File: src/hdl/cib_defs.svh
// Operation
// - Index port at 3F0H or 370H, config mode
// - Index selects register at data port 3F1H/371H
// - Power-up defaults; hard reset keeps registers except the lock bit
// - Register 00H reachable in config mode, 28H
// - Bits 1:0 choose disk or alternate IR
// - Code 0x enables disk pin pull-ups
// - Code 11 drives extra IRQ, alternate IR
// - Code 10 drives disk enable and selects
// - Register 00H reserved bits read 0,1
// - Bit 3 low puts floppy in low power
// - Valid bit is storage only, resets 0
// - Register 01H reachable in config mode, 9CH
// - Register 01H reserved bits read fixed values
// - Bit 2 low puts parallel port low power
// - Lock cleared stays clear until hard reset
`ifndef CIB_DEFS_SVH
`define CIB_DEFS_SVH

`define CIB_INDEX_PORT 10'h3f0
`define CIB_INDEX_PORT_ALT 10'h370
`define CIB_DATA_PORT 10'h3f1
`define CIB_DATA_PORT_ALT 10'h371

`define CIB_IDX_PFN 8'h00
`define CIB_IDX_PPL 8'h01
`define CIB_LOCK_LIMIT 8'h0f

`define CIB_PFN_RESET 8'h28
`define CIB_PFN_WR_MASK 8'h8b
`define CIB_PFN_ONES 8'h20
`define CIB_PFN_SEL_LSB 0
`define CIB_PFN_SEL_MSB 1
`define CIB_PFN_FDC_PWR 3
`define CIB_PFN_VALID 7

`define CIB_PPL_RESET 8'h9c
`define CIB_PPL_WR_MASK 8'h8c
`define CIB_PPL_ONES 8'h10
`define CIB_PPL_PP_PWR 2
`define CIB_PPL_PP_MODE 3
`define CIB_PPL_LOCK 7

`define CIB_PIN_W 23
`define CIB_PIN_IDLE 23'h5c0000
`define CIB_PIN_HRST_N 22
`define CIB_PIN_AEN 21
`define CIB_PIN_RD_N 20
`define CIB_PIN_WR_N 19
`define CIB_PIN_IR_RX 18
`define CIB_PIN_ADDR_LSB 8
`define CIB_PIN_ADDR_MSB 17
`define CIB_PIN_DATA_LSB 0
`define CIB_PIN_DATA_MSB 7

`endif

File: src/hdl/cib_pkg.sv
package cib_pkg;

	typedef enum logic [1:0] {
		BUS_IDLE = 2'b00,
		BUS_WRITE = 2'b01,
		BUS_READ = 2'b10
	} cib_bus_t;

	typedef enum logic [1:0] {
		PFN_OFF = 2'b00,
		PFN_RSVD = 2'b01,
		PFN_DISK = 2'b10,
		PFN_ALT_IR = 2'b11
	} cib_pfn_t;

endpackage

File: src/hdl/cib_bank.sv
`timescale 1ns/10ps
`include "cib_defs.svh"

module cib_bank (
	// Clock and power-up reset
	input wire logic clock,
	input wire logic rst_n,
	// Hard reset pin, only returns the lock bit
	input wire logic hard_reset_n,
	// Configuration mode from the entry/exit sequencer
	input wire logic config_mode,
	input wire logic alt_base,
	// I/O bus pins
	input wire logic [9:0] io_addr,
	input wire logic io_aen,
	input wire logic io_rd_n,
	input wire logic io_wr_n,
	input wire logic [7:0] io_data_in,
	output logic [7:0] io_data_out,
	output logic io_data_oe_n,
	// Disk interface decode hits
	input wire logic disk_cs0_hit,
	input wire logic disk_cs1_hit,
	// Disk interface pins
	output logic disk_iface_enable_n,
	output logic disk_iface_enable_oe_n,
	output logic disk_chip_select0_n,
	output logic disk_chip_select0_oe_n,
	output logic disk_chip_select1_n,
	output logic disk_chip_select1_oe_n,
	output logic disk_pullup_en,
	// Extra interrupt and alternate infrared pins
	input wire logic irq_extra_in,
	input wire logic ir_tx_in,
	input wire logic alt_infrared_receive,
	output logic irq_extra_out,
	output logic irq_extra_oe_n,
	output logic alt_infrared_transmit,
	output logic alt_ir_tx_oe_n,
	output logic alt_ir_rx_data,
	output logic alt_ir_pullup_en,
	// Function controls and status
	output cib_pkg::cib_pfn_t pin_function,
	output logic floppy_low_power,
	output logic parport_low_power,
	output logic parport_printer_mode,
	output logic config_locked
);
	import cib_pkg::*;

	// Pin synchroniser stages
	logic [`CIB_PIN_W-1:0] pin_raw;
	logic [`CIB_PIN_W-1:0] pin_s1;
	logic [`CIB_PIN_W-1:0] pin_s2;
	logic [`CIB_PIN_W-1:0] pin_s3;
	logic [`CIB_PIN_W-1:0] pin_q;

	// Filtered bus view
	logic [9:0] bus_addr;
	logic [7:0] bus_data;
	logic bus_aen;
	logic bus_rd;
	logic bus_wr;
	logic hard_rst;

	// Bus cycle tracking
	cib_bus_t bus_state;
	cib_bus_t next_bus_state;
	logic [9:0] wr_addr;
	logic [7:0] wr_data;
	logic wr_commit;

	// Configuration storage
	logic [7:0] index_reg;
	logic [7:0] pfn_reg;
	logic [7:0] ppl_reg;

	// Decode
	logic hit_index_w;
	logic hit_data_w;
	logic hit_data_r;
	logic sel_blocked;
	logic sel_pfn;
	logic sel_ppl;
	logic rd_hit;
	logic [7:0] rd_value;
	logic [1:0] pfn_code;
	logic wr_lock_bit;

	assign pin_raw = {hard_reset_n, io_aen, io_rd_n, io_wr_n,
		alt_infrared_receive, io_addr, io_data_in};

	// Three stages; the first stage feeds only the second
	always_ff @(posedge clock) begin
		if (!rst_n) begin
			pin_s1 <= `CIB_PIN_IDLE;
			pin_s2 <= `CIB_PIN_IDLE;
			pin_s3 <= `CIB_PIN_IDLE;
		end else begin
			pin_s1 <= pin_raw;
			pin_s2 <= pin_s1;
			pin_s3 <= pin_s2;
		end
	end

	// Per-bit idle levels, so reset shows no false strobe
	localparam logic [`CIB_PIN_W-1:0] pin_idle_lvl = `CIB_PIN_IDLE;

	// A bit moves only once the last two stages agree
	genvar gi;
	generate
		for (gi = 0; gi < `CIB_PIN_W; gi = gi + 1) begin : g_filt
			always_ff @(posedge clock) begin
				if (!rst_n) begin
					pin_q[gi] <= pin_idle_lvl[gi];
				end else if (pin_s2[gi] == pin_s3[gi]) begin
					pin_q[gi] <= pin_s3[gi];
				end
			end
		end
	endgenerate

	assign bus_addr = pin_q[`CIB_PIN_ADDR_MSB:`CIB_PIN_ADDR_LSB];
	assign bus_data = pin_q[`CIB_PIN_DATA_MSB:`CIB_PIN_DATA_LSB];
	assign bus_aen = pin_q[`CIB_PIN_AEN];
	assign bus_rd = !pin_q[`CIB_PIN_RD_N] && !bus_aen;
	assign bus_wr = !pin_q[`CIB_PIN_WR_N] && !bus_aen;
	assign hard_rst = !pin_q[`CIB_PIN_HRST_N];

	// Port decode follows the selected base
	always_comb begin
		if (alt_base) begin
			hit_index_w = (wr_addr == `CIB_INDEX_PORT_ALT);
			hit_data_w = (wr_addr == `CIB_DATA_PORT_ALT);
			hit_data_r = (bus_addr == `CIB_DATA_PORT_ALT);
		end else begin
			hit_index_w = (wr_addr == `CIB_INDEX_PORT);
			hit_data_w = (wr_addr == `CIB_DATA_PORT);
			hit_data_r = (bus_addr == `CIB_DATA_PORT);
		end
	end

	// Lower registers vanish while locked
	assign sel_blocked = !ppl_reg[`CIB_PPL_LOCK] &&
		(index_reg <= `CIB_LOCK_LIMIT);
	assign sel_pfn = (index_reg == `CIB_IDX_PFN) && !sel_blocked;
	assign sel_ppl = (index_reg == `CIB_IDX_PPL) && !sel_blocked;

	// Bus cycle state; a write commits when its strobe ends
	always_comb begin
		next_bus_state = bus_state;
		wr_commit = 1'b0;
		case (bus_state)
			BUS_IDLE: begin
				if (bus_wr) begin
					next_bus_state = BUS_WRITE;
				end else if (bus_rd) begin
					next_bus_state = BUS_READ;
				end
			end
			BUS_WRITE: begin
				if (!bus_wr) begin
					next_bus_state = BUS_IDLE;
					wr_commit = config_mode;
				end
			end
			BUS_READ: begin
				if (!bus_rd) begin
					next_bus_state = BUS_IDLE;
				end
			end
			default: begin
				next_bus_state = BUS_IDLE;
			end
		endcase
	end

	always_ff @(posedge clock) begin
		if (!rst_n) begin
			bus_state <= BUS_IDLE;
		end else begin
			bus_state <= next_bus_state;
		end
	end

	// Data may settle late in the strobe, so the last sample wins
	always_ff @(posedge clock) begin
		if (!rst_n) begin
			wr_addr <= 10'h000;
			wr_data <= 8'h00;
		end else if (bus_state == BUS_WRITE && bus_wr) begin
			wr_addr <= bus_addr;
			wr_data <= bus_data;
		end
	end

	// Index register, write only
	always_ff @(posedge clock) begin
		if (!rst_n) begin
			index_reg <= 8'h00;
		end else if (wr_commit && hit_index_w) begin
			index_reg <= wr_data;
		end
	end

	// Register 00H; rst_n is the power-up reset only
	always_ff @(posedge clock) begin
		if (!rst_n) begin
			pfn_reg <= `CIB_PFN_RESET;
		end else if (wr_commit && hit_data_w && sel_pfn) begin
			pfn_reg <= wr_data & `CIB_PFN_WR_MASK;
		end
	end

	// Lock bit may only fall by software
	assign wr_lock_bit = wr_data[`CIB_PPL_LOCK] &
		ppl_reg[`CIB_PPL_LOCK];

	// Register 01H; hard reset touches only the lock bit
	always_ff @(posedge clock) begin
		if (!rst_n) begin
			ppl_reg <= `CIB_PPL_RESET;
		end else begin
			if (wr_commit && hit_data_w && sel_ppl) begin
				ppl_reg[`CIB_PPL_PP_PWR] <= wr_data[`CIB_PPL_PP_PWR];
				ppl_reg[`CIB_PPL_PP_MODE] <= wr_data[`CIB_PPL_PP_MODE];
				ppl_reg[`CIB_PPL_LOCK] <= wr_lock_bit;
			end
			// Hard reset wins over a same-cycle software clear
			if (hard_rst) begin
				ppl_reg[`CIB_PPL_LOCK] <= 1'b1;
			end
		end
	end

	// Read value with fixed reserved bits
	always_comb begin
		rd_value = 8'h00;
		if (sel_pfn) begin
			rd_value = (pfn_reg & `CIB_PFN_WR_MASK) | `CIB_PFN_ONES;
		end else if (sel_ppl) begin
			rd_value = (ppl_reg & `CIB_PPL_WR_MASK) | `CIB_PPL_ONES;
		end
	end

	// Unknown or blocked indices leave the bus undriven
	assign rd_hit = bus_rd && config_mode && hit_data_r &&
		(sel_pfn || sel_ppl);

	always_ff @(posedge clock) begin
		if (!rst_n) begin
			io_data_out <= 8'h00;
			io_data_oe_n <= 1'b1;
		end else begin
			io_data_out <= rd_value;
			io_data_oe_n <= !rd_hit;
		end
	end

	assign pfn_code = pfn_reg[`CIB_PFN_SEL_MSB:`CIB_PFN_SEL_LSB];

	// Pin function select; reserved code is reported as PFN_RSVD, pins act as off
	always_ff @(posedge clock) begin
		if (!rst_n) begin
			pin_function <= PFN_OFF;
		end else begin
			pin_function <= cib_pfn_t'(pfn_code);
		end
	end

	// Disk interface pins
	always_ff @(posedge clock) begin
		if (!rst_n) begin
			disk_iface_enable_n <= 1'b1;
			disk_iface_enable_oe_n <= 1'b1;
			disk_chip_select0_n <= 1'b1;
			disk_chip_select0_oe_n <= 1'b1;
			disk_chip_select1_n <= 1'b1;
			disk_chip_select1_oe_n <= 1'b1;
			disk_pullup_en <= 1'b1;
		end else begin
			disk_pullup_en <= !pfn_code[1];
			if (pfn_code == PFN_DISK) begin
				disk_iface_enable_n <= !(disk_cs0_hit || disk_cs1_hit);
				disk_chip_select0_n <= !disk_cs0_hit;
				disk_chip_select1_n <= !disk_cs1_hit;
				disk_iface_enable_oe_n <= 1'b0;
				disk_chip_select0_oe_n <= 1'b0;
				disk_chip_select1_oe_n <= 1'b0;
			end else begin
				disk_iface_enable_n <= 1'b1;
				disk_chip_select0_n <= 1'b1;
				disk_chip_select1_n <= 1'b1;
				disk_iface_enable_oe_n <= 1'b1;
				disk_chip_select0_oe_n <= 1'b1;
				disk_chip_select1_oe_n <= 1'b1;
			end
		end
	end

	// Extra interrupt and alternate infrared pins
	always_ff @(posedge clock) begin
		if (!rst_n) begin
			irq_extra_out <= 1'b0;
			irq_extra_oe_n <= 1'b1;
			alt_infrared_transmit <= 1'b0;
			alt_ir_tx_oe_n <= 1'b1;
			alt_ir_rx_data <= 1'b1;
			alt_ir_pullup_en <= 1'b1;
		end else if (pfn_code == PFN_ALT_IR) begin
			irq_extra_out <= irq_extra_in;
			irq_extra_oe_n <= 1'b0;
			alt_infrared_transmit <= ir_tx_in;
			alt_ir_tx_oe_n <= 1'b0;
			alt_ir_rx_data <= pin_q[`CIB_PIN_IR_RX];
			alt_ir_pullup_en <= 1'b0;
		end else begin
			// Receive idles high so the infrared core sees no edge
			irq_extra_out <= 1'b0;
			irq_extra_oe_n <= 1'b1;
			alt_infrared_transmit <= 1'b0;
			alt_ir_tx_oe_n <= 1'b1;
			alt_ir_rx_data <= 1'b1;
			alt_ir_pullup_en <= 1'b1;
		end
	end

	// Power and mode controls; the valid bit drives nothing
	always_ff @(posedge clock) begin
		if (!rst_n) begin
			floppy_low_power <= 1'b0;
			parport_low_power <= 1'b0;
			parport_printer_mode <= 1'b1;
			config_locked <= 1'b0;
		end else begin
			floppy_low_power <= !pfn_reg[`CIB_PFN_FDC_PWR];
			parport_low_power <= !ppl_reg[`CIB_PPL_PP_PWR];
			parport_printer_mode <= ppl_reg[`CIB_PPL_PP_MODE];
			config_locked <= !ppl_reg[`CIB_PPL_LOCK];
		end
	end

endmodule // cib_bank

File: config.mk
export PLATFORM = sky130hd
export DESIGN_NAME = cib_bank
export DESIGN_NICKNAME = d
export VERILOG_FILES = /design/src/hdl/cib_pkg.sv /design/src/hdl/cib_bank.sv
export VERILOG_INCLUDE_DIRS = /design/src /design/src/hdl
export SDC_FILE = /design/constraint.sdc
export NUM_CORES = 1
export LEC_CHECK = 0
export BUFFER_PORTS_ARGS = -buffer_cell sky130_fd_sc_hd__buf_4
export CAP_MARGIN = 5
export CORE_ASPECT_RATIO = 0.5
export CORE_MARGIN = 1
export CORE_UTILIZATION = 50
export DETAILED_ROUTE_END_ITERATION = 10
export PLACE_DENSITY = 0.74
export SYNTH_ARGS = -nofsm -noshare
export SYNTH_HDL_FRONTEND = slang
export SYNTH_SLANG_ARGS = --single-unit
File: constraint.sdc
create_clock -name clock -period 2.6 [get_ports clock]
set_clock_uncertainty 0.2 [all_clocks]
set_input_delay 0.13 -clock clock [delete_from_list [all_inputs] [get_ports clock]]
set_output_delay 0.13 -clock clock [all_outputs]
set_load 0.05 [all_outputs]
Word-level counts from Yosys, hierarchy flattened
Cells that the tools add are included.
{"block": "classes", "n_addsub": 0, "n_mul": 0, "n_div": 0, "order_cmp": 1, "eq_ne": 37, "n_shift": 0, "n_mux": 14, "bitwise_logic": 3, "reduce_logical": 35}
{"cell": "$eq A10 B10 Y1 const B", "n": 6}
{"cell": "$eq A1 B1 Y1", "n": 23}
{"cell": "$mux W8", "n": 2}
{"cell": "$logic_and A1 B1 Y1", "n": 13}
{"cell": "$logic_not A1 Y1", "n": 12}
{"cell": "$eq A8 B1 Y1 const B", "n": 1}
{"cell": "$le A8 B4 Y1 const B", "n": 1}
{"cell": "$logic_not A8 Y1", "n": 1}
{"cell": "$mux W2", "n": 4}
{"cell": "$mux W1", "n": 7}
{"cell": "$eq A2 B2 Y1 const B", "n": 3}
{"cell": "$pmux W2 S3", "n": 1}
{"cell": "$reduce_and A2 Y1", "n": 3}
{"cell": "$ne A2 B2 Y1 const B", "n": 2}
{"cell": "$ne A3 B3 Y1 const B", "n": 1}
{"cell": "$reduce_and A3 Y1", "n": 1}
{"cell": "$reduce_or A3 Y1", "n": 1}
{"cell": "$eq A2 B1 Y1 const B", "n": 1}
{"cell": "$logic_not A2 Y1", "n": 1}
{"cell": "$logic_or A1 B1 Y1", "n": 2}
{"cell": "$not A1 Y1", "n": 2}
{"cell": "$reduce_or A2 Y1", "n": 1}
{"cell": "$and A1 B1 Y1", "n": 1}
{"block": "totals", "reg_bits": 152, "latch_bits": 0, "ramBits": 0, "mem_bits_ro": 0, "input_bits": 31, "output_inout_bits": 28, "wordCells": 141, "mem_count": 0}

Logic depth before layout (Yosys ltp)
{"block": "logic_depth", "word_depth": 7, "depth_mapped": 6, "mapped_depth_nobuf": 4}

Worst setup path after synthesis
No wires, ideal clock.
{"block": "synth_path", "path_kind": "register to register", "start": "register bus_state[0]", "end": "register index_reg[0]", "setup_time_ns": 0.120, "arrival_ns": 1.738, "t_required_ns": 2.280, "slack_ns": 0.542, "stages_incl_launch_ff": 6, "n_path_buf": 1, "period_less_slack_ns": 2.058, "cell_sequence": "dfxtp_1 nand4_1 or4b_4 or4b_1 buf_4 mux2i_1"}
{"block": "synth_between", "elab_chain_cells": 3}
{"element": "start: declaration", "line": "cib_bank.sv:67", "rtl": "cib_bus_t bus_state;"}
{"element": "start signal: assignment", "line": "cib_bank.sv:182", "rtl": "bus_state <= next_bus_state;"}
{"element": "$eq A2 B1 Y1", "line": "cib_bank.sv:153", "rtl": "case (bus_state)"}
{"element": "$mux W1", "line": "cib_bank.sv:153"}
{"element": "$logic_and A1 B1 Y1", "line": "cib_bank.sv:201", "rtl": "end else if (wr_commit && hit_index_w) begin"}
{"element": "end signal: assignment", "line": "cib_bank.sv:202", "rtl": "index_reg <= wr_data;"}
{"element": "end: declaration", "line": "cib_bank.sv:74", "rtl": "logic [7:0] index_reg;"}
Every way passes these cells.
A chain may end at the register's enable or synchronous reset.

Final worst setup path
{"block": "layout_path", "start": "register index_reg[5]", "end": "register io_data_oe_n"}
{"block": "layout_between", "elab_chain_cells": 7, "word_cells_on_any_way": 10, "cone_classes": "order compare: 1; eq/ne: 1; reduce/logical: 8"}
{"element": "$le A8 B4 Y1 (no line)"}
{"element": "$logic_and A1 B1 Y1", "line": "cib_bank.sv:144", "rtl": "assign sel_blocked = !ppl_reg[`CIB_PPL_LOCK] &&"}
{"element": "$logic_not A1 Y1", "line": "cib_bank.sv:146, cib_bank.sv:147"}
{"element": "$logic_and A1 B1 Y1 (on tied branches)", "line": "cib_bank.sv:146, cib_bank.sv:147"}
{"element": "$logic_or A1 B1 Y1 (*)", "line": "cib_bank.sv:248", "rtl": "(sel_pfn || sel_ppl);"}
{"element": "$logic_and A1 B1 Y1 (*)", "line": "cib_bank.sv:247", "rtl": "assign rd_hit = bus_rd && config_mode && hit_data_r &&"}
{"element": "$logic_not A1 Y1 (*)", "line": "cib_bank.sv:256", "rtl": "io_data_oe_n <= !rd_hit;"}
{"element": "end signal: assignment", "line": "cib_bank.sv:256"}
{"element": "end: declaration", "line": "cib_bank.sv:20", "rtl": "output logic io_data_oe_n,"}
Every way passes the cells marked *; elsewhere a longest branch is shown, timed or not.

==> flow_metrics.env <==
export IMPL_status="finished clean"
export IMPL_synth_compound_area_share_pct=9.24
export IMPL_worstPathMaxFanout=5
export IMPL_antenna_found_initial=0
export IMPL_grt_pass1_wl_mm=13.6
export IMPL_timing_setup_tns_ns=0
export IMPL_synth_top_family_by_area="simple AND/OR/NAND/NOR gates"
export IMPL_synth_xor_area_share_pct=0.368
export IMPL_grt_max_degree=124
export IMPL_drtIter0Drc=158
export IMPL_start_util_pct=53.1
export IMPL_setup_viol=0
export IMPL_end_kind="register"
export IMPL_ir_worst_vdd_v=0.000548
export IMPL_crit_path_cell_trace="nor4b_1 -> nand3_1 -> or4_1 -> dlygate4sd3_1"
export IMPL_synth_seq_area_share_pct=63.0
export IMPL_cts_max_path_buffers=2
export IMPL_syn_inst=464
export IMPL_gp_congestion=0.770
export IMPL_top_layer="met4"
export IMPL_io_pins=59
export IMPL_wl_met1_mm=4.21
export IMPL_drive_gt1_share_pct=15.8
export IMPL_drtAntennaViolNets=0
export IMPL_clock_latency_ns=0.41
export IMPL_cts_inserted_buffers=17
export IMPL_r2r_end="io_data_oe_n"
export IMPL_avgRoutedWirePerCell_um=11.7
export IMPL_routed_wl_mm=7.92
export IMPL_crit_arrival_ns=2.62
export IMPL_synth_avg_cell_area_um2=10.3
export IMPL_num_rows=24
export IMPL_dp_hpwl_mm=4.86
export IMPL_crit_cells=4
export IMPL_final_min_clock_period_ns=2.52
export IMPL_synth_top_cell_by_area="dfxtp_1"
export IMPL_period_share_pct=96.9
export IMPL_cts_tree="built"
export IMPL_post_route_drc_count=0
export IMPL_holdBufCountCts=30
export IMPL_p_leak_uw=0.00247
export IMPL_synthAdderAreaFrac_pct=0
export IMPL_muxShareOfSynthArea_pct=3.15
export IMPL_io_buffers=57
export IMPL_wl_met2_mm=3.33
export IMPL_viasPerCell=4.68
export IMPL_grt_overflow=0
export IMPL_cts_sinks=150
export IMPL_rrSetupSlack_ns=0.08
export IMPL_cp_endpoint="io_data_oe_n"
export IMPL_max_freq_ghz=0.397
export IMPL_synthesis_area_mm2=0.00477
export IMPL_core_area_mm2=0.00898
export IMPL_drtPass1Iterations=4
export IMPL_reg2regPathDepth=4
export IMPL_cp_buffers_inverters=1
export IMPL_track_usage_pct=17.9
export IMPL_synthSimpleGateAreaFrac_pct=21.2
export IMPL_cts_resized=0
export IMPL_yosys_warnings=0
export IMPL_synth_top_area_share_pct=63.0
export IMPL_relSlewSlack_pct=57.5
export IMPL_antenna_cells=0
export IMPL_required_ns=2.70
export IMPL_drv_slew=0
export IMPL_r2r_start="index_reg[5]"
export IMPL_tightest_slew_ns=0.637
export IMPL_netlist_cell_type_count=32
export IMPL_syn_num_nets=495
export IMPL_via_count=3160
export IMPL_htreeDepth=4
export IMPL_hold_class="in2reg"
export IMPL_root_buffer="clkbuf_16"
export IMPL_power_density_mw_per_mm2=813
export IMPL_crit_slowest_cell="or4_1"
export IMPL_cp_top_family="simple AND/OR/NAND/NOR gates"
export IMPL_max_cap_viol_count=0
export IMPL_fin_hold_ws_ns=0.0655
export IMPL_post_cts_setup_buffers=0
export IMPL_reg_top3="pin_s1: 23 flops, pin_s2: 23 flops, pin_s3: 23 flops"
export IMPL_path_class="reg2reg"
export IMPL_rsz0062_at_grt="false"
export IMPL_grt_pass1_vias=2958
export IMPL_met3_length_um=327
export IMPL_cp_start_kind="register"
export IMPL_die_y_um=71.0
export IMPL_ys_seq_elements=150
export IMPL_finalHoldViolCount=0
export IMPL_syn_to_final_growth_pct=29.1
export IMPL_startpoint="index_reg[5]"
export IMPL_synth_area_top_cells="dfxtp_1, and2_1, nand2_1, a21boi_0, mux2i_1"
export IMPL_clkTransAtPathRegs_ns=0.05
export IMPL_nets=576
export IMPL_cpPeakStageDelay_ns=0.57
export IMPL_dieArea_mm2=0.00995
export IMPL_die_w_um=140
## kinds of logic after synthesis
family,Yosys count
multiplexers,15
AND/OR/NAND/NOR,196
XOR/XNOR,2
flip-flops,150
AO/OA/AOI/OAI,69
buffers and inverters,31
other,1
## cells in the mapped netlist
cell type / count
nor3_1: 2
nor4bb_1: 1
nand4b_1: 1
nor4b_1: 2
or4_1: 2
and3_1: 2
nand2b_1: 12
nand3_1: 3
nor2b_1: 7
xnor2_1: 1
clkbuf_2: 1
nand4_1: 2
inv_1: 5
clkbuf_1: 18
nand2_1: 81
buf_4: 6
nor4_1: 3
o211ai_1: 1
nor2_1: 13
and2_1: 61
xor2_1: 1
a21boi_0: 37
a21oi_1: 5
or4b_1: 1
nor3b_1: 1
conb_1: 1
dfxtp_1: 150
o21ai_0: 26
or2_2: 1
mux2i_1: 15
buf_1: 1
or4b_4: 1
## power by group
group          switching (uW)  internal [uW]  total, uW  leakage (uW)
combinational            59.7           93.3        153      0.000943
sequential               17.4           2350       2360       0.00122
clock                     872           1610       2480      0.000301
## metal layers
layer / up-vias / global-route usage, %
met1: 1413 / 23.1
met3: 6 / 6.57
li1: 1669 / -
met5: - / 0
met2: 72 / 26.2
met4: 0 / 9.65
## worst register-to-register path, stage by stage, from the launching register on
cell and delay [ns]:
dfxtp_1 0.31, nor4b_1 0.44, nand3_1 0.32, or4_1 0.57, dlygate4sd3_1 0.56
## final cells by class
class | count | area, um2
Sequential cell | 150 | 3000
Fill cell | 665 | 2830
Multi-Input combinational cell | 283 | 1620
Timing Repair Buffer | 88 | 748
Clock buffer | 25 | 495
Tap cell | 117 | 146
Clock inverter | 7 | 118
Inverter | 5 | 18.8
## worst min-delay path by stage
stage | cells after the start | start | slack (ns) | to
floorplan | 1 | disk_cs0_hit | -0.008 | disk_chip_select0_n
global placement | 2 | disk_cs1_hit | 0.1 | disk_chip_select1_n
detailed placement | 2 | disk_cs0_hit | 0.11 | disk_chip_select0_n
CTS | 5 | config_mode | 0.06 | ppl_reg[7]
global route | 5 | config_mode | 0.10 | ppl_reg[7]
finish | 5 | config_mode | 0.07 | ppl_reg[7]
## placed cells by master, fill, tap and decap left out, types with 5 or more instances in the layout
cell type	netlist	final
dfxtp_1	150	150
nand2_1	81	81
and2_1	61	61
buf_4	6	57
a21boi_0	37	37
dlygate4sd3_1	0	30
o21ai_0	26	26
clkbuf_16	0	17
mux2i_1	15	15
nor2_1	13	13
nand2b_1	12	12
nor2b_1	7	7
inv_1	5	5
a21oi_1	5	5
## stage by stage
| stage | area (um2) | instances | setup slack, ns | power, uW | utilization [%] |
|---|---|---|---|---|---|
| after global routing | 6150 | 675 | 0.0428 | 5180 | 68.5 |
| after detailed placement | 5240 | 613 | 0.294 | 2530 | 58.3 |
| after floorplan | 4770 | 464 | 0.542 | 2480 | - |
| final | 6150 | 675 | 0.0810 | 5000 | 68.5 |
| after global placement | 5240 | 613 | 0.329 | 2530 | 58.3 |
| after CTS | 6150 | 675 | 0.140 | 5050 | 68.5 |
Note: power is estimated with default switching activity, not from simulation.
